==> src/rtl/embp_pkg.sv <==
// package for the external memory bus pin block
package embp_pkg;
    localparam int ADDR_W = 26;
    localparam int PIN_A_W = 13;
    localparam int DATA_W = 32;
    localparam int UPPER_LSB = 13;
    localparam int ALE_CYCLES = 2;
    localparam int STROBE_CYCLES = 4;
    localparam int TURN_CYCLES = 1;

    typedef enum logic [2:0] {
        EMBP_TGT_CS,
        EMBP_TGT_MCS,
        EMBP_TGT_CARD1,
        EMBP_TGT_CARD2,
        EMBP_TGT_DRAM,
        EMBP_TGT_SDRAM8,
        EMBP_TGT_SDRAM16,
        EMBP_TGT_SHOW
    } embp_tgt_e;

    typedef struct packed {
        logic valid;
        logic write;
        embp_tgt_e tgt;
        logic [1:0] sel;
        logic [ADDR_W-1:0] addr;
        logic [DATA_W-1:0] wdata;
        logic [3:0] be;
    } embp_req_s;

    typedef struct packed {
        logic [PIN_A_W-1:0] addr;
        logic ale;
        logic rd_n;
        logic we_n;
        logic [3:0] byte_lane_strobe_n;
        logic [3:0] general_chip_selects_n;
        logic [3:0] card_slot_chip_selects_n;
        logic first_pc_card_select_n;
        logic second_pc_card_select_n;
        logic [DATA_W-1:0] dout;
        logic d_oe_n;
    } embp_pins_s;
endpackage

==> src/rtl/embp_lane.sv <==
`timescale 1ns/1ps
// byte lane placement for each port type
module embp_lane (
    input wire embp_pkg::embp_tgt_e tgt,
    input wire logic wide32,
    input wire logic [3:0] be,
    input wire logic [31:0] wdata,
    output logic [3:0] lane_be,
    output logic [31:0] lane_data
);
    always_comb begin
        lane_be = be;
        lane_data = wdata;
        case (tgt)
            embp_pkg::EMBP_TGT_SDRAM8: begin
                lane_be = {3'h0, be[0]};
                lane_data = {24'h0, wdata[7:0]};
            end
            embp_pkg::EMBP_TGT_SDRAM16, embp_pkg::EMBP_TGT_DRAM: begin
                lane_be = {2'h0, be[1:0]};
                lane_data = {16'h0, wdata[15:0]};
            end
            embp_pkg::EMBP_TGT_MCS, embp_pkg::EMBP_TGT_CARD1, embp_pkg::EMBP_TGT_CARD2: begin
                lane_be = {be[1:0], 2'h0};
                lane_data = {wdata[15:0], 16'h0};
            end
            embp_pkg::EMBP_TGT_CS: begin
                if (!wide32) begin
                    lane_be = {be[1:0], 2'h0};
                    lane_data = {wdata[15:0], 16'h0};
                end
            end
            default: begin
                lane_be = be;
                lane_data = wdata;
            end
        endcase
    end
endmodule

==> src/rtl/embp_bus.sv <==
`timescale 1ns/1ps
// external memory bus pin sequencer
module embp_bus (
    input wire logic ref_clk,
    input wire logic rst,
    input wire embp_pkg::embp_req_s req,
    output logic req_ready,
    input wire logic [3:0] cs_wide32,
    input wire logic internal_access_show_mode,
    input wire logic [31:0] d_in,
    output logic [31:0] rdata,
    output logic rdata_valid,
    output embp_pkg::embp_pins_s pins
);
    typedef enum logic [2:0] {ST_IDLE, ST_ALE, ST_SETUP, ST_STROBE, ST_TURN} embp_st_e;

    typedef struct packed {
        embp_st_e st;
        logic [3:0] cnt;
        embp_pkg::embp_req_s cur;
        embp_pkg::embp_pins_s pins;
        logic [31:0] rdata;
        logic rvalid;
        logic [31:0] din1;
        logic [31:0] din2;
    } embp_state_s;

    embp_state_s s_r;
    embp_state_s s_nxt;
    logic [3:0] lane_be;
    logic [31:0] lane_data;
    logic wide32;

    // dynamic parts take row and column on the same pins and need no latch
    function automatic logic is_dynamic(input embp_pkg::embp_tgt_e t);
        logic dyn;
        dyn = 1'b0;
        case (t)
            embp_pkg::EMBP_TGT_DRAM: dyn = 1'b1;
            embp_pkg::EMBP_TGT_SDRAM8: dyn = 1'b1;
            embp_pkg::EMBP_TGT_SDRAM16: dyn = 1'b1;
            default: dyn = 1'b0;
        endcase
        return dyn;
    endfunction

    function automatic logic needs_latch(input embp_pkg::embp_tgt_e t);
        return !is_dynamic(t);
    endfunction

    // show cycles only reach the pins while the debug mode is on
    function automatic logic is_dropped(input embp_pkg::embp_tgt_e t, input logic show_on);
        return (t == embp_pkg::EMBP_TGT_SHOW) && !show_on;
    endfunction

    // counters start at zero, so a phase of n counts ends when the count reads n - 1
    function automatic logic last_count(input logic [3:0] cnt, input int n);
        return cnt == 4'(n - 1);
    endfunction

    function automatic embp_pkg::embp_pins_s idle_pins(input embp_pkg::embp_pins_s p);
        embp_pkg::embp_pins_s q;
        q = p;
        q.ale = 1'b0;
        q.rd_n = 1'b1;
        q.we_n = 1'b1;
        q.byte_lane_strobe_n = 4'hf;
        q.general_chip_selects_n = 4'hf;
        q.card_slot_chip_selects_n = 4'hf;
        q.first_pc_card_select_n = 1'b1;
        q.second_pc_card_select_n = 1'b1;
        q.d_oe_n = 1'b0;
        return q;
    endfunction

    // one select low for the addressed port, every other select left high
    function automatic embp_pkg::embp_pins_s select_pins(input embp_pkg::embp_pins_s p,
        input embp_pkg::embp_tgt_e t, input logic [1:0] sel);
        embp_pkg::embp_pins_s q;
        q = p;
        case (t)
            embp_pkg::EMBP_TGT_CS: begin
                q.general_chip_selects_n[sel] = 1'b0;
            end
            embp_pkg::EMBP_TGT_MCS: begin
                q.card_slot_chip_selects_n[sel] = 1'b0;
            end
            embp_pkg::EMBP_TGT_CARD1: begin
                q.first_pc_card_select_n = 1'b0;
            end
            embp_pkg::EMBP_TGT_CARD2: begin
                q.second_pc_card_select_n = 1'b0;
            end
            default: begin
                // dynamic and show cycles use no static select
                q.first_pc_card_select_n = 1'b1;
            end
        endcase
        return q;
    endfunction

    // strobe levels for one count of the strobe phase
    function automatic embp_pkg::embp_pins_s strobe_pins(input embp_pkg::embp_pins_s p,
        input embp_pkg::embp_req_s r, input logic [3:0] be);
        embp_pkg::embp_pins_s q;
        q = p;
        if (r.write) begin
            q.we_n = 1'b0;
            q.byte_lane_strobe_n = ~be;
        end else if (!is_dynamic(r.tgt)) begin
            q.rd_n = 1'b0;
        end else begin
            // dynamic reads use the column strobes and leave the read pin alone
            q.byte_lane_strobe_n = ~be;
        end
        return q;
    endfunction

    // strobes and selects drop together; a read keeps the data pins floating
    function automatic embp_pkg::embp_pins_s end_pins(input embp_pkg::embp_pins_s p,
        input logic write);
        embp_pkg::embp_pins_s q;
        q = idle_pins(p);
        q.d_oe_n = ~write;
        return q;
    endfunction

    assign wide32 = cs_wide32[s_r.cur.sel];

    embp_lane u_lane (
        .tgt(s_r.cur.tgt),
        .wide32(wide32),
        .be(s_r.cur.be),
        .wdata(s_r.cur.wdata),
        .lane_be(lane_be),
        .lane_data(lane_data)
    );

    assign req_ready = (s_r.st == ST_IDLE);
    assign pins = s_r.pins;
    assign rdata = s_r.rdata;
    assign rdata_valid = s_r.rvalid;

    always_comb begin
        s_nxt = s_r;
        s_nxt.din1 = d_in;
        s_nxt.din2 = s_r.din1;
        s_nxt.rvalid = 1'b0;
        case (s_r.st)
            ST_IDLE: begin
                if (req.valid && !is_dropped(req.tgt, internal_access_show_mode)) begin
                    s_nxt.cur = req;
                    s_nxt.cnt = 4'h0;
                    if (needs_latch(req.tgt)) begin
                        // upper bits ride the pins while the latch strobe is high
                        s_nxt.pins.addr = req.addr[embp_pkg::ADDR_W-1:embp_pkg::UPPER_LSB];
                        s_nxt.pins.ale = 1'b1;
                        s_nxt.st = ST_ALE;
                    end else begin
                        // dynamic parts take row then column on the same pins
                        s_nxt.pins.addr = req.addr[embp_pkg::ADDR_W-1:embp_pkg::UPPER_LSB];
                        s_nxt.st = ST_SETUP;
                    end
                end
            end
            ST_ALE: begin
                s_nxt.cnt = s_r.cnt + 4'h1;
                if (last_count(s_r.cnt, embp_pkg::ALE_CYCLES)) begin
                    s_nxt.pins.ale = 1'b0;
                    s_nxt.st = ST_SETUP;
                end
            end
            ST_SETUP: begin
                s_nxt.cnt = 4'h0;
                s_nxt.pins.addr = s_r.cur.addr[embp_pkg::PIN_A_W-1:0];
                s_nxt.pins = select_pins(s_nxt.pins, s_r.cur.tgt, s_r.cur.sel);
                if (s_r.cur.write) begin
                    // write data settles a cycle ahead of the write strobe
                    s_nxt.pins.dout = lane_data;
                    s_nxt.pins.d_oe_n = 1'b0;
                end else begin
                    s_nxt.pins.d_oe_n = 1'b1;
                end
                s_nxt.st = ST_STROBE;
            end
            ST_STROBE: begin
                // strobes only after the latch pulse has fully ended
                s_nxt.pins = strobe_pins(s_r.pins, s_r.cur, lane_be);
                s_nxt.cnt = s_r.cnt + 4'h1;
                // the first count only raises the strobes, so the phase is one count longer
                if (last_count(s_r.cnt, embp_pkg::STROBE_CYCLES + 1)) begin
                    if (!s_r.cur.write) begin
                        // two-flop sampled bus, so data seen is from two edges back
                        s_nxt.rdata = s_r.din2;
                        s_nxt.rvalid = 1'b1;
                    end
                    s_nxt.pins = end_pins(s_r.pins, s_r.cur.write);
                    s_nxt.cnt = 4'h0;
                    s_nxt.st = ST_TURN;
                end
            end
            ST_TURN: begin
                // a read leaves the bus floating one turnaround cycle
                s_nxt.cnt = s_r.cnt + 4'h1;
                if (last_count(s_r.cnt, embp_pkg::TURN_CYCLES)) begin
                    s_nxt.pins.d_oe_n = 1'b0;
                    s_nxt.st = ST_IDLE;
                end
            end
            default: s_nxt.st = ST_IDLE;
        endcase
    end

    always_ff @(posedge ref_clk) begin
        if (rst) begin
            s_r <= '0;
            s_r.st <= ST_IDLE;
            s_r.pins <= idle_pins('0);
        end else begin
            s_r <= s_nxt;
        end
    end
endmodule

==> config.mk <==
export PLATFORM = sky130hd
export DESIGN_NAME = embp_bus
export DESIGN_NICKNAME = d
export VERILOG_FILES = /design/src/rtl/embp_pkg.sv /design/src/rtl/embp_lane.sv /design/src/rtl/embp_bus.sv
export SDC_FILE = /design/constraint.sdc
export NUM_CORES = 1
export LEC_CHECK = 0
export BUFFER_PORTS_ARGS = -buffer_cell sky130_fd_sc_hd__buf_2
export CAP_MARGIN = 20
export CORE_MARGIN = 2
export CORE_UTILIZATION = 30
export DETAILED_ROUTE_END_ITERATION = 10
export PLACE_DENSITY = 0.55
export SYNTH_ARGS = -nofsm -noshare
export SYNTH_HDL_FRONTEND = slang
export SYNTH_SLANG_ARGS = --single-unit
==> constraint.sdc <==
create_clock -name ref_clk -period 2.1 [get_ports ref_clk]
set_input_delay 0.105 -clock ref_clk [delete_from_list [all_inputs] [get_ports ref_clk]]
set_output_delay 0.105 -clock ref_clk [all_outputs]
set_load 0.02 [all_outputs]
==> reports/metrics.cfg <==
[global_route]
antenna_found_initial=0
overflow=0
grt_pass1_vias=7171
grt_first_pass_wirelength_um=37300
grt_max_degree=83
grt.total_usage_pct=15.1

[die]
ios=205
start_util_pct=30.4
floorplan.die.height_um=175
dieArea_um2=30500
coreArea_um2=28700
row_count=62
die_w_um=175

[setup_path]
cp-start-kind=flip-flop
crit_chain=inv_1 > ha_1 > and3b_1 > a21o_1 > nor4_2 > a21oi_1
cp_top_family=simple AND/OR/NAND/NOR gates
cp_num_buf_inv=1
cp_max_fo=6
timing.critical_path.to_type=flip-flop
cp_slowest_stage_delay_ps=430
crit_type=reg2reg
worstPathArrival_ps=2320
critPathRequiredTime_ps=2480
critPathSlowestCell=dfxtp_1

[timing]
rsz0062_at_grt=false
relSlewSlack_pct=55.0
tightest_slew_ps=675
finalCritPeriodShare_pct=92.0
setup_violations=0
slew_viol_final=0
fin_skew_ps=9.37
final.min_clock_period_ps=1930
fmax_ghz=0.518
fin_tns_setup_ps=0
holdWs_ps=77.4
hold_violations=0

[layout]
nFillCells=2989
diodes=0
mostFrequentLayoutCells=dfxtp_1 (222), nand2_1 (207), buf_2 (203)
final_nets=1298
area_growth_pct=30.2
final_common_cell=dfxtp_1
layout.area.seq_um2=4440
multi_input_area_um2=3220
final_cells=1589
drive_above_1_share_pct=24.8

[yosys]
synth_edf_count=0
syn_area_per_cell_um2=8.79
synthArstFlopShare_pct=0
seq_area_frac_synth_pct=50.9
syn_inst=993
syn_nets=1104
ys.flop_type=dfxtp_1
ys_types=52
netlist_area_um2=8730
synth_warnings=0
yosys_register_bits=222

[route]
totalWireLength_um=23400
ant_nets=0
highest_layer=met4
wl_per_cell_um=14.7
wl_met1_um=10700
vias=7162
wl_met2_um=11100
drc=0
met3_length_um=1250
drt_iter0_drc=338
firstDrtPassIters=4
via_per_inst=4.51

[pwr]
p_leak_nw=4.64
p_per_area_nw_per_um2=911
irDropWorstVdd_v=0.000501

[flow_run]
cap_violations=0

[clock_tree]
cts_buffer_depth=3
cts-resized-gates=0
clkTransAtPathRegs_ps=60
cts_buffers=25
clkLatencyLatePin_ps=520
clkSinkCount=222
cts_root_buf=clkbuf_16
cts_setup_buffers=0
htree_levels=1
cts_tree=built

[place]
post-place-cells=1444
portBuffers=204
gp_congestion=0.776
dp_hpwl_um=14900

[outcome]
status=complete, no violations

[worst_hold_path]
hp-class=in2reg

==> timing repair <==
action	4_1_cts	5_1_grt
endpoints found under the setup margin	0	1
hold buffers	100	0
hold endpoints to repair	100	0
==> synth_stat cells, types with 2 or more instances <==
cell	number	area (um^2)
buf_2	17	85.1
nand4b_1	2	17.5
nor3b_1	5	37.5
a211oi_1	2	15.0
o21bai_1	2	15.0
buf_1	5	18.8
buf_4	95	713
nand3_1	21	105
nor4_1	2	12.5
nor3_1	11	55.1
o21ai_1	3	15.0
nor2_1	44	165
a31oi_1	4	25.0
a221oi_2	10	150
and3b_1	2	17.5
a221oi_1	20	175
clkbuf_1	41	154
buf_6	2	22.5
nor3_2	10	100
a21boi_0	2	15.0
nor2b_1	65	407
ha_1	3	37.5
inv_1	22	82.6
o31ai_1	2	15.0
nand2b_1	3	18.8
nand3b_1	2	15.0
dfxtp_1	222	4440
a221o_1	2	20.0
a21oi_1	121	606
nand2_1	207	777
o2bb2ai_1	13	114
o21ai_0	11	55.1
==> area by class of cell <==
cell class                 instances  share of cell area [%]
sequential                       222                    39.1
multi-input combinational        589                    28.3
timing repair buffer             327                    20.1
clock buffer                      34                    6.07
tap                              384                    4.23
clock inverter                    11                    1.41
inverter                          22                   0.727
==> through the flow <==
stage          worst slack [ps]  power [mW]  util (%)  area [um^2]
2_1_floorplan               130        5.40         -         8730
3_3_place_gp                218        5.78      33.1         9510
3_5_place_dp                154        5.79      33.1         9510
4_1_cts                     151        10.5      39.6        11400
5_1_grt                    3.87        10.9      39.6        11400
6_report                    169        10.4      39.6        11400
==> kinds of logic (layout without fill, tap and decap cells) <==
group | after synthesis | in the layout | synth area share, %
AO/OA/AOI/OAI | 203 | 203 | 15.4
adder cells (fa/ha/maj) | 3 | 3 | 0.430
multiplexers | 1 | 1 | 0.258
buffers and inverters | 182 | 394 | 12.3
flip-flops | 222 | 222 | 50.9
AND/OR/NAND/NOR | 382 | 382 | 20.7
==> registers in the layout, indices dropped and copies added (netlist names) <==
register and flops:
s_r 94, pins 63, rdata 32, s_nxt 32
rdata_valid 1
==> where the power goes <==
group	switching (mW)	internal (mW)	leakage, nW	total, mW
Sequential	0.142	4.43	1.82	4.57
Combinational	0.724	0.547	2.41	1.27
Clock	1.74	2.78	0.413	4.52
==> per-layer routing <==
metal / global-route usage (%) / up-vias
met4: 3.65 / 0
li1: - / 3600
met1: 19.1 / 3339
met2: 26.2 / 191
met5: 0 / -
met3: 3.02 / 32
==> path summary, 6_finish.rpt <==
check,startpoint,to,slack [ps],cells after the start
min,rst,s_r[8],80,2
max,s_r[229],pins[41],170,6
max reg2reg,s_r[229],pins[41],170,6
min reg2reg,s_nxt[22],s_r[22],430,1
Note: power is estimated with default switching activity, not from simulation.
